<file path="config.mk">
export PLATFORM = sky130hd
export DESIGN_NAME = iei_inject_regs
export DESIGN_NICKNAME = d
export VERILOG_FILES = /design/src/pkg/iei_pkg.sv /design/src/rtl/iei_inject_regs.sv /design/src/rtl/iei_status_bit.sv
export SDC_FILE = /design/constraint.sdc
export NUM_CORES = 1
export LEC_CHECK = 0
export CAP_MARGIN = 0
export CORE_AREA = 2 2 90 136
export CTS_CLUSTER_SIZE = 16
export DETAILED_ROUTE_END_ITERATION = 7
export DIE_AREA = 0 0 92 138
export DONT_BUFFER_PORTS = 1
export GPL_ROUTABILITY_DRIVEN = 1
export GPL_TIMING_DRIVEN = 0
export MAX_ROUTING_LAYER = met4
export PLACE_DENSITY = 0.76
export RECOVER_POWER = 50
export SYNTH_ARGS = -nofsm -noshare
export SYNTH_HDL_FRONTEND = slang
export SYNTH_SLANG_ARGS = --single-unit
</file>
<file path="constraint.sdc">
create_clock -name aclk -period 3.6 [get_ports aclk]
set_clock_uncertainty 0.2 [all_clocks]
set_input_delay 0.72 -clock aclk [delete_from_list [all_inputs] [get_ports aclk]]
set_output_delay 0.72 -clock aclk [all_outputs]
set_load 0.03 [all_outputs]
</file>
<file path="src/pkg/iei_pkg.sv">
// Package for the internal error injection register bank.
// Assumes a 32-bit AXI4-Lite register bus with word-aligned registers.
package iei_pkg;

  // ----------------------------------------------------------------
  // Widths
  // ----------------------------------------------------------------
  localparam int unsigned IEI_AW = 12;
  localparam int unsigned IEI_DW = 32;
  localparam int unsigned IEI_NERR = 19;

  // ----------------------------------------------------------------
  // Register offsets
  // ----------------------------------------------------------------
  localparam logic [IEI_AW-1:0] IEI_OFF_INJECT = 12'h490;
  localparam logic [IEI_AW-1:0] IEI_OFF_STATUS = 12'h480;
  localparam logic [IEI_AW-1:0] IEI_OFF_MASK = 12'h484;
  localparam logic [IEI_AW-1:0] IEI_OFF_SEVERITY = 12'h488;
  localparam logic [IEI_AW-1:0] IEI_OFF_IRQ_STATUS = 12'h494;
  localparam logic [IEI_AW-1:0] IEI_OFF_IRQ_MASK = 12'h498;

  // ----------------------------------------------------------------
  // Field layout and reset values
  // ----------------------------------------------------------------
  // Implemented error bits: 0-2 and 4-18; bit 3 and 31:19 reserved
  localparam logic [IEI_DW-1:0] IEI_IMPL_MASK = 32'h0007_fff7;
  localparam logic [IEI_DW-1:0] IEI_INJECT_RST = 32'h0000_0000;
  localparam logic [IEI_DW-1:0] IEI_STATUS_RST = 32'h0000_0000;
  localparam logic [IEI_DW-1:0] IEI_MASK_RST = 32'h0000_0000;
  localparam logic [IEI_DW-1:0] IEI_SEVERITY_RST = 32'h0004_d500;
  localparam logic [IEI_DW-1:0] IEI_ZERO = 32'h0000_0000;
  // Interrupt status / mask bits
  localparam int unsigned IEI_NIRQ = 3;
  localparam int unsigned IEI_IRQ_INJECT = 0;
  localparam int unsigned IEI_IRQ_CORR = 1;
  localparam int unsigned IEI_IRQ_UNCORR = 2;
  localparam logic [IEI_NIRQ-1:0] IEI_IRQ_RST = 3'h0;

  // Error bit positions
  localparam int unsigned IEI_B_ING_POSTED_TO = 0;
  localparam int unsigned IEI_B_REPLAY_CTRL_DBE = 18;

  // AXI responses
  localparam logic [1:0] IEI_RESP_OKAY = 2'h0;
  localparam logic [1:0] IEI_RESP_SLVERR = 2'h2;

  // ----------------------------------------------------------------
  // Bus carriers
  // ----------------------------------------------------------------
  typedef struct packed {
    logic [IEI_AW-1:0] addr;
    logic [2:0] prot;
  } iei_addr_t;

  typedef struct packed {
    logic [IEI_DW-1:0] data;
    logic [3:0] strb;
  } iei_wdata_t;

  typedef struct packed {
    logic [IEI_DW-1:0] data;
    logic [1:0] resp;
  } iei_rdata_t;

  // Error reporting outputs
  typedef struct packed {
    logic corr;
    logic uncorr;
  } iei_report_t;

endpackage

</file>
<file path="src/rtl/iei_inject_regs.sv">
// Internal error injection register bank with status, mask, severity.
// Assumes an AXI4-Lite master, one clock aclk, synchronous reset aresetn.
// Operation
// - A one written to an implemented test bit sets the same status bit as a real error would.
// - Implemented test bits always read back as zero.
// - The test register is a 32-bit register at offset 0x490.
// - Bits 0 to 2 inject ingress posted, non-posted and completion time-outs; bit 3 is reserved.
// - Bits 4 to 6 inject egress posted, non-posted and completion time-outs.
// - Bits 7 to 10 inject ingress data single, data double, control single and double errors.
// - Bits 11 to 14 inject egress data single, data double, control single and double errors.
// - Bit 15 injects end-to-end parity error and bit 16 the unreliable link condition.
// - Bits 17 and 18 inject replay control single and double errors; 31:19 are reserved.
// - Unmasked status reports uncorrectable when severity is set, else correctable.
`timescale 1ns/1ns
`default_nettype none
module iei_inject_regs (
  // Clock and reset
  input wire logic aclk,
  input wire logic aresetn,
  // AXI4-Lite write address
  input wire iei_pkg::iei_addr_t s_aw,
  input wire logic s_awvalid,
  output logic s_awready,
  // AXI4-Lite write data
  input wire iei_pkg::iei_wdata_t s_w,
  input wire logic s_wvalid,
  output logic s_wready,
  // AXI4-Lite write response
  output logic [1:0] s_bresp,
  output logic s_bvalid,
  input wire logic s_bready,
  // AXI4-Lite read address
  input wire iei_pkg::iei_addr_t s_ar,
  input wire logic s_arvalid,
  output logic s_arready,
  // AXI4-Lite read data
  output iei_pkg::iei_rdata_t s_r,
  output logic s_rvalid,
  input wire logic s_rready,
  // Real internal error events from the switch core
  input wire logic [iei_pkg::IEI_NERR-1:0] hw_error,
  // Error reporting
  output iei_pkg::iei_report_t report_q,
  // Interrupt
  output logic irq
);
  import iei_pkg::*;

  // ----------------------------------------------------------------
  // Write channel capture
  // ----------------------------------------------------------------
  logic aw_held_q;
  logic w_held_q;
  logic [IEI_AW-1:0] awaddr_q;
  logic [IEI_DW-1:0] wdata_q;
  logic [3:0] wstrb_q;
  logic wr_fire;
  logic [IEI_DW-1:0] wmask;

  assign s_awready = !aw_held_q && !s_bvalid;
  assign s_wready = !w_held_q && !s_bvalid;
  assign wr_fire = aw_held_q && w_held_q && !s_bvalid;

  // Address and data may arrive in either order
  always_ff @(posedge aclk) begin
    if (!aresetn) begin
      aw_held_q <= 1'b0;
      w_held_q <= 1'b0;
      awaddr_q <= '0;
      wdata_q <= IEI_ZERO;
      wstrb_q <= 4'h0;
    end else begin
      if (s_awvalid && s_awready) begin
        aw_held_q <= 1'b1;
        awaddr_q <= s_aw.addr;
      end else if (wr_fire) begin
        aw_held_q <= 1'b0;
      end
      if (s_wvalid && s_wready) begin
        w_held_q <= 1'b1;
        wdata_q <= s_w.data;
        wstrb_q <= s_w.strb;
      end else if (wr_fire) begin
        w_held_q <= 1'b0;
      end
    end
  end

  // Byte enables widened to a bit mask
  always_comb begin
    for (int i = 0; i < 4; i++) begin
      wmask[i*8 +: 8] = {8{wstrb_q[i]}};
    end
  end

  // Word address decode
  logic wr_inject, wr_status, wr_mask, wr_sev, wr_irqs, wr_irqm, wr_hit;
  assign wr_inject = wr_fire && (awaddr_q[IEI_AW-1:2] == IEI_OFF_INJECT[IEI_AW-1:2]);
  assign wr_status = wr_fire && (awaddr_q[IEI_AW-1:2] == IEI_OFF_STATUS[IEI_AW-1:2]);
  assign wr_mask = wr_fire && (awaddr_q[IEI_AW-1:2] == IEI_OFF_MASK[IEI_AW-1:2]);
  assign wr_sev = wr_fire && (awaddr_q[IEI_AW-1:2] == IEI_OFF_SEVERITY[IEI_AW-1:2]);
  assign wr_irqs = wr_fire && (awaddr_q[IEI_AW-1:2] == IEI_OFF_IRQ_STATUS[IEI_AW-1:2]);
  assign wr_irqm = wr_fire && (awaddr_q[IEI_AW-1:2] == IEI_OFF_IRQ_MASK[IEI_AW-1:2]);
  assign wr_hit = wr_inject || wr_status || wr_mask || wr_sev || wr_irqs || wr_irqm;

  // Write response
  always_ff @(posedge aclk) begin
    if (!aresetn) begin
      s_bvalid <= 1'b0;
      s_bresp <= IEI_RESP_OKAY;
    end else if (wr_fire) begin
      s_bvalid <= 1'b1;
      s_bresp <= wr_hit ? IEI_RESP_OKAY : IEI_RESP_SLVERR;
    end else if (s_bready) begin
      s_bvalid <= 1'b0;
    end
  end

  // ----------------------------------------------------------------
  // Injection pulse and status bits
  // ----------------------------------------------------------------
  logic [IEI_DW-1:0] inject_pulse; // Combinational, lives one cycle only
  logic [IEI_DW-1:0] clear_pulse;
  logic [IEI_DW-1:0] status;
  logic [IEI_DW-1:0] mask_q;
  logic [IEI_DW-1:0] sev_q;

  // Ones only, reserved positions dropped
  assign inject_pulse = wr_inject ? (wdata_q & wmask & IEI_IMPL_MASK) : IEI_ZERO;
  assign clear_pulse = wr_status ? (wdata_q & wmask & IEI_IMPL_MASK) : IEI_ZERO;

  // One sticky bit per error type, reserved bits tied low
  genvar g;
  generate
    for (g = 0; g < IEI_DW; g++) begin : g_status
      if (IEI_IMPL_MASK[g]) begin : g_impl
        // Bits 0-2, 4-6, 7-10, 11-14, 15-16, 17-18 each map one-to-one
        iei_status_bit u_bit (
          .aclk(aclk),
          .aresetn(aresetn),
          .hw_event(hw_error[g]),
          .inject_pulse(inject_pulse[g]),
          .clear_pulse(clear_pulse[g]),
          .status_q(status[g])
        );
      end else begin : g_rsvd
        assign status[g] = 1'b0;
      end
    end
  endgenerate

  // Mask and severity registers
  always_ff @(posedge aclk) begin
    if (!aresetn) begin
      mask_q <= IEI_MASK_RST;
    end else if (wr_mask) begin
      mask_q <= ((mask_q & ~wmask) | (wdata_q & wmask)) & IEI_IMPL_MASK;
    end
  end

  always_ff @(posedge aclk) begin
    if (!aresetn) begin
      sev_q <= IEI_SEVERITY_RST;
    end else if (wr_sev) begin
      sev_q <= ((sev_q & ~wmask) | (wdata_q & wmask)) & IEI_IMPL_MASK;
    end
  end

  // ----------------------------------------------------------------
  // Error reporting
  // ----------------------------------------------------------------
  logic [IEI_DW-1:0] active;
  assign active = status & ~mask_q;

  // Severity splits each unmasked error between the two paths
  always_ff @(posedge aclk) begin
    if (!aresetn) begin
      report_q <= '0;
    end else begin
      report_q.uncorr <= |(active & sev_q);
      report_q.corr <= |(active & ~sev_q);
    end
  end

  // ----------------------------------------------------------------
  // Interrupts
  // ----------------------------------------------------------------
  logic [IEI_NIRQ-1:0] irq_sts_q;
  logic [IEI_NIRQ-1:0] irq_msk_q;
  logic [IEI_NIRQ-1:0] irq_evt;

  assign irq_evt[IEI_IRQ_INJECT] = |inject_pulse;
  assign irq_evt[IEI_IRQ_CORR] = |(active & ~sev_q);
  assign irq_evt[IEI_IRQ_UNCORR] = |(active & sev_q);

  // Sticky status, write one to clear, event wins
  always_ff @(posedge aclk) begin
    if (!aresetn) begin
      irq_sts_q <= IEI_IRQ_RST;
    end else begin
      for (int i = 0; i < IEI_NIRQ; i++) begin
        if (irq_evt[i]) begin
          irq_sts_q[i] <= 1'b1;
        end else if (wr_irqs && wstrb_q[0] && wdata_q[i]) begin
          irq_sts_q[i] <= 1'b0;
        end
      end
    end
  end

  always_ff @(posedge aclk) begin
    if (!aresetn) begin
      irq_msk_q <= IEI_IRQ_RST;
    end else if (wr_irqm && wstrb_q[0]) begin
      irq_msk_q <= wdata_q[IEI_NIRQ-1:0];
    end
  end

  assign irq = |(irq_sts_q & irq_msk_q);

  // ----------------------------------------------------------------
  // Read channel
  // ----------------------------------------------------------------
  logic [IEI_DW-1:0] rd_mux;
  logic rd_hit;
  logic [IEI_AW-1:0] raddr;

  assign s_arready = !s_rvalid;
  assign raddr = s_ar.addr;

  // Read data select; test register always reads zero
  always_comb begin
    rd_mux = IEI_ZERO;
    rd_hit = 1'b1;
    unique case (raddr[IEI_AW-1:2])
      IEI_OFF_INJECT[IEI_AW-1:2]: rd_mux = IEI_ZERO;
      IEI_OFF_STATUS[IEI_AW-1:2]: rd_mux = status;
      IEI_OFF_MASK[IEI_AW-1:2]: rd_mux = mask_q;
      IEI_OFF_SEVERITY[IEI_AW-1:2]: rd_mux = sev_q;
      IEI_OFF_IRQ_STATUS[IEI_AW-1:2]: rd_mux = {{(IEI_DW-IEI_NIRQ){1'b0}}, irq_sts_q};
      IEI_OFF_IRQ_MASK[IEI_AW-1:2]: rd_mux = {{(IEI_DW-IEI_NIRQ){1'b0}}, irq_msk_q};
      default: rd_hit = 1'b0;
    endcase
  end

  always_ff @(posedge aclk) begin
    if (!aresetn) begin
      s_rvalid <= 1'b0;
      s_r <= '0;
    end else if (s_arvalid && s_arready) begin
      s_rvalid <= 1'b1;
      s_r.data <= rd_mux;
      s_r.resp <= rd_hit ? IEI_RESP_OKAY : IEI_RESP_SLVERR;
    end else if (s_rready) begin
      s_rvalid <= 1'b0;
    end
  end

  // ----------------------------------------------------------------
  // Checks
  // ----------------------------------------------------------------
  a_inject_sets_status: assert property (@(posedge aclk) disable iff (!aresetn)
    wr_inject && (wdata_q[IEI_B_ING_POSTED_TO] && wstrb_q[0])
    |=> status[IEI_B_ING_POSTED_TO])
    else $error("injected bit 0 did not set status");

  a_inject_reads_zero: assert property (@(posedge aclk) disable iff (!aresetn)
    s_arvalid && s_arready && (raddr[IEI_AW-1:2] == IEI_OFF_INJECT[IEI_AW-1:2])
    |=> s_rvalid && (s_r.data == IEI_ZERO) && (s_r.resp == IEI_RESP_OKAY))
    else $error("test register read not zero");

  a_inject_decode: assert property (@(posedge aclk) disable iff (!aresetn)
    wr_fire && (awaddr_q[IEI_AW-1:2] == IEI_OFF_INJECT[IEI_AW-1:2])
    |=> s_bvalid && (s_bresp == IEI_RESP_OKAY))
    else $error("test register write refused");

  a_reserved_quiet: assert property (@(posedge aclk) disable iff (!aresetn)
    (inject_pulse & ~IEI_IMPL_MASK) == IEI_ZERO)
    else $error("reserved test bit injected");

  a_top_bit_inject: assert property (@(posedge aclk) disable iff (!aresetn)
    wr_inject && wdata_q[IEI_B_REPLAY_CTRL_DBE] && wstrb_q[2]
    |=> status[IEI_B_REPLAY_CTRL_DBE])
    else $error("bit 18 injection lost");

  a_zero_no_effect: assert property (@(posedge aclk) disable iff (!aresetn)
    wr_inject && (wdata_q == IEI_ZERO) && !(|hw_error) && !wr_status
    |=> status == $past(status))
    else $error("zero write changed status");

  a_uncorr_report: assert property (@(posedge aclk) disable iff (!aresetn)
    |(active & sev_q) |=> report_q.uncorr)
    else $error("uncorrectable not reported");

  a_corr_report: assert property (@(posedge aclk) disable iff (!aresetn)
    !(|(active & ~sev_q)) |=> !report_q.corr)
    else $error("correctable reported without cause");

  a_write_answer: assert property (@(posedge aclk) disable iff (!aresetn)
    s_bvalid && !s_bready |=> s_bvalid && $stable(s_bresp))
    else $error("write response dropped early");

  c_inject_write: cover property (@(posedge aclk) disable iff (!aresetn) wr_inject);
  c_uncorr_path: cover property (@(posedge aclk) disable iff (!aresetn) report_q.uncorr);
  c_corr_path: cover property (@(posedge aclk) disable iff (!aresetn) report_q.corr);
  c_irq_raise: cover property (@(posedge aclk) disable iff (!aresetn) irq);

endmodule // iei_inject_regs
`default_nettype wire

</file>
<file path="src/rtl/iei_status_bit.sv">
// One sticky internal error status bit with inject and clear.
// Assumes all inputs are synchronous to aclk.
`timescale 1ns/1ns
`default_nettype none
module iei_status_bit (
  // Clock and reset
  input wire logic aclk,
  input wire logic aresetn,
  // Set sources
  input wire logic hw_event,
  input wire logic inject_pulse,
  // Write-one-to-clear
  input wire logic clear_pulse,
  // State
  output logic status_q
);
  import iei_pkg::*;

  // Set wins over clear, as a real error must never be lost
  always_ff @(posedge aclk) begin
    if (!aresetn) begin
      status_q <= 1'b0;
    end else if (hw_event || inject_pulse) begin
      status_q <= 1'b1;
    end else if (clear_pulse) begin
      status_q <= 1'b0;
    end
  end

  a_set_beats_clear: assert property (@(posedge aclk) disable iff (!aresetn)
    (hw_event || inject_pulse) |=> status_q)
    else $error("status bit not set after event");

endmodule // iei_status_bit
`default_nettype wire
</file>
After elaboration in Yosys (flattened, before gate mapping)
Cells that the tools add are included.
{"block": "totals", "ff_bits": 136, "in_bits": 92, "out_inout_bits": 44, "word_cells": 190}
{"block": "op_classes", "eq_ne": 12, "n_mux": 55, "n_bitwise": 12, "reduce_logical": 75}
{"op": "equality test 10 x 9 -> 1 bit (second input constant)", "count": 12}
{"op": "OR reduction 32 bit", "count": 3}
{"op": "case mux 19 bit (5 select lines)", "count": 1}
{"op": "inverter 19 -> 32 bit", "count": 2}
{"op": "AND 19 bit", "count": 3}
{"op": "two-way mux 1 bit", "count": 50}
{"op": "nonzero test 2 bit", "count": 25}
{"op": "two-way mux 19 bit", "count": 2}
{"op": "OR 19 bit", "count": 2}
{"op": "AND 19 x 32 -> 32 bit", "count": 1}
{"op": "AND 32 x 19 -> 32 bit", "count": 1}
{"op": "AND 32 bit", "count": 1}
{"op": "logical OR 1 bit", "count": 23}
{"op": "inverter 19 bit", "count": 1}
{"op": "logical AND 1 bit", "count": 18}
{"op": "OR reduction 6 bit", "count": 1}
{"op": "logical NOT 1 bit", "count": 4}
{"op": "two-way mux 2 bit", "count": 2}
{"op": "AND 3 bit", "count": 1}
{"op": "OR reduction 3 bit", "count": 1}

Longest topological paths before layout
{"block": "depth", "depth_word": 9, "ltp_mapped": 7, "ltp_nobuf": 4}

Modules after synthesis
A second synthesis with hierarchy kept.
{"block": "unflattened", "hier_cells": 636, "hier_area_um2": 5586.6}
{"mod": "iei_inject_regs", "n_inst": 1, "cells_per_inst": 582, "area_per_inst_um2": 4956.0}
{"mod": "iei_status_bit", "n_inst": 18, "cells_per_inst": 3, "area_per_inst_um2": 35.0}

Least setup slack after synthesis
OpenSTA, ideal clock, no wires.
{"block": "synth_timing", "path_kind": "input to register", "start": "input s_ar[7] (netlist bit)", "end": "register s_r[10] (netlist bit)", "setup_time_ns": 0.060, "arrival_time_ns": 1.949, "setup_slack_ns": 1.391, "stages": 7, "path_cell_list": "clkbuf_1 nor3b_1 and3_1 clkbuf_1 buf_2 o2bb2ai_1 a22o_1"}
{"block": "synth_between", "elab_chain_cells": 2}
{"item": "start, declared", "line": "iei_inject_regs.sv:33", "rtl": "input wire iei_pkg::iei_addr_t s_ar,"}
{"item": "equality test 10 x 9 -> 1 bit", "line": "iei_inject_regs.sv:235", "rtl": "unique case (raddr[IEI_AW-1:2])"}
{"item": "case mux 19 bit (5 select lines) *", "line": "iei_inject_regs.sv:235"}
{"item": "end, declared", "line": "iei_inject_regs.sv:37", "rtl": "output iei_pkg::iei_rdata_t s_r,"}
Every way passes the cells marked *; elsewhere a longest branch is shown, timed or not.
A chain may end at the register's enable or synchronous reset.

==> flow_summary_export.csv <==
group,metric,value,unit
clocking,clkSinkCount,117,
synth,synth-seq-cells,117,
cells_and_area,syn_to_final_growth,13.6,%
routing,drc_errors,0,
clocking,clock_latency,0.41,ns
worst_hold_path,hold_path_depth,1,
setup_path,path_max_fanout,8,
clocking,cts_setup_buffers,0,
sta,finalSetupViolCount,0,
synth,synthTopCellsByArea,"dfxtp_1, mux2i_1, nand2_1",
setup_path,reg2reg_slack,0.77,ns
synth,ys_seq_area_share,41.4,%
synth,syn_area_per_cell,8.77,sq um
placement,place_ws,1.01,ns
power_and_ir_drop,p_total,0.00347,W
floorplan,io_pins,136,
sta,max_freq,353,MHz
synth,ys_types,59,
routing,wl_per_cell,19.1,um
worst_hold_path,hp-start,"s_rready",
run_status,status,"complete, no violations",
cells_and_area,drive_gt1_share,9.12,%
floorplan,core,0.0116,sq mm
synth,synth_flop_cell,"dfxtp_1",
sta,slew_headroom,31.5,%
synth,synth.most_common_cell,"nand2_1",
job,max-cap-violations,0,
sta,rsz0062_at_grt,"no",
setup_path,crit_path_end_kind,"flip-flop",
routing,drt_first_iter_violations,423,
routing,vias_per_cell,5.91,
setup_path,slowest_stage,"nor2_1",
setup_path,cp_cell_sequence,"or3_1 > or4_1 > clkbuf_1 > nor2_1 > mux2i_1",
clocking,cts_buffers,17,
power_and_ir_drop,peakVddDrop,371,uV
routing,firstDrtPassIters,5,
clocking,cts_resized,0,
synth,synth_top_area_cell,"dfxtp_1",
power_and_ir_drop,power_leakage,2.32,nW
sta,slew_viol_final,0,
setup_path,worstSetupPathType,"flip-flop to flip-flop",
clocking,cts_tree,"built",
power_and_ir_drop,p_per_area,540,mW/mm^2
sta,tightest_slew,1.02,ns
placement,finalWeightedCongestion,0.944,
clocking,htree_levels,4,
global_route,grt_pass1_vias,4844,
sta,fin_setup_tns,0,ns
sta,fin_crit,2.83,ns
setup_path,cpPeakStageDelay,0.82,ns
floorplan,row_count,49,
routing,ant_nets,0,
sta,min_period_over_period,78.6,%
clocking,cts_root_buf,"clkbuf_16",
placement,io_buffers,0,
global_route,antenna_found_initial,0,
synth,synth_top_area_share,41.4,%
worst_hold_path,worst_hold_path_type,"primary input to flip-flop",
synth,synth_enable_flop_cells,0,
clocking,hold_buffers,0,
sta,hold_viol,0,
worst_hold_path,hold_end,"s_rvalid$_SDFFE_PN0P_",
placement,hpwl,12400,um
setup_path,r2r_start,"awaddr_q[11]$_SDFFE_PN0P_",
sta,setup_slack,0.770,ns
setup_path,required,3.73,ns
floorplan,die_h,138,um
synth,synth_common_cells,"nand2_1, dfxtp_1, a21oi_1",
clocking,clkSlewWorstSetupHoldPaths,0.05,ns
setup_path,worstRegToRegCells,5,
routing,vias,4987,
global_route,overflow,0,
synth,synthCells,645,
routing,drt_wl_total,16100,um
floorplan,floorplan.initialDensity,48.6,%
global_route,grt_pass1_wl,24600,um
floorplan,die_area,0.0127,sq mm
synth,ys.warnings.count,0,
global_route,grtUsageTotal,25.7,%
clocking,clk_path_buf_depth,2,
cells_and_area,n_antenna_cell,0,
setup_path,cp-start-kind,"flip-flop",
setup_path,crit_arrival,2.96,ns
cells_and_area,fin_nets,771,
floorplan,die_w,92,um
synth,netlist_area,0.00566,sq mm
synth,synth-async-reset-ratio,0,%
global_route,grt_max_degree,17,
## metrics by stage
| step | utilization, % | hold slack (ns) | instance area [sq um] | cells |
|---|---|---|---|---|
| after global routing | 55.2 | 0.210 | 6430 | 844 |
| after CTS | 56.0 | 0.203 | 6530 | 844 |
| after global placement | 50.7 | 0.255 | 5900 | 813 |
| after floorplan | - | 0.245 | 5710 | 660 |
| final | 55.2 | 0.206 | 6430 | 844 |
| after detailed placement | 50.7 | 0.269 | 5900 | 813 |
## metal layers
layer | track usage, % | part of all wire (%) | vias to the layer above | wire length (um)
li1 | - | - | 2367 | -
met2 | 44.5 | 51 | 238 | 8200
met4 | 16.5 | 6.1 | 0 | 988
met3 | 6.21 | 5.9 | 63 | 954
met5 | - | 0 | - | 0
met1 | 25.5 | 37 | 2319 | 5970
## power breakdown
part           leakage, nW  internal (W)  switching (W)
Clock                0.308       0.00120       0.000581
Sequential           0.957       0.00135      0.0000717
Combinational         1.05     0.0000968       0.000177
## logic make-up after synthesis
family                 Yosys count  share of synthesized area (%)
muxes                           46                           8.16
and+or+nand+nor                242                           23.9
DFF                            117                           41.4
other                            1                         0.0663
buffers and inverters           80                           7.59
AOI/OAI and AO/OA              159                           18.9
## cell type report
cell class | instances | area [sq um]
Fill cell | 1102 | 5220
Tap cell | 153 | 191
Sequential cell | 117 | 2340
Multi-Input combinational cell | 463 | 2860
Buffer | 55 | 319
Inverter | 25 | 93.8
Clock buffer | 21 | 470
Clock inverter | 10 | 153
## layout by cell type (no fill, tap or decap), types with 16 or more instances in the layout
master	instances
nand3b_1	17
clkbuf_1	27
buf_4	16
nand3_1	19
dfxtp_1	117
conb_1	16
mux2i_1	45
inv_1	25
o21ai_0	21
a21oi_1	51
a31oi_1	25
nor3b_1	19
clkbuf_16	17
nand2_1	120
## how the worst max path moves through the flow
stage,startpoint,to
floorplan,s_ar[7],s_r[10]$_SDFFE_PN0P_
global placement,s_ar[7],s_r[19]$_SDFFE_PN0P_
detailed placement,s_ar[7],s_r[17]$_SDFFE_PN0P_
CTS,s_bvalid$_SDFFE_PN0P_,s_wready
global route,awaddr_q[11]$_SDFFE_PN0P_,flip-flop
finish,awaddr_q[11]$_SDFFE_PN0P_,flip-flop
## critical path, delay by kind of cell (launching register included)
kind	cells	cell delay (ns)
buffers and inverters	1	0.20
and+or+nand+nor	3	1.75
DFF	1	0.33
muxes	1	0.28
(Power assumes the default switching activity.)
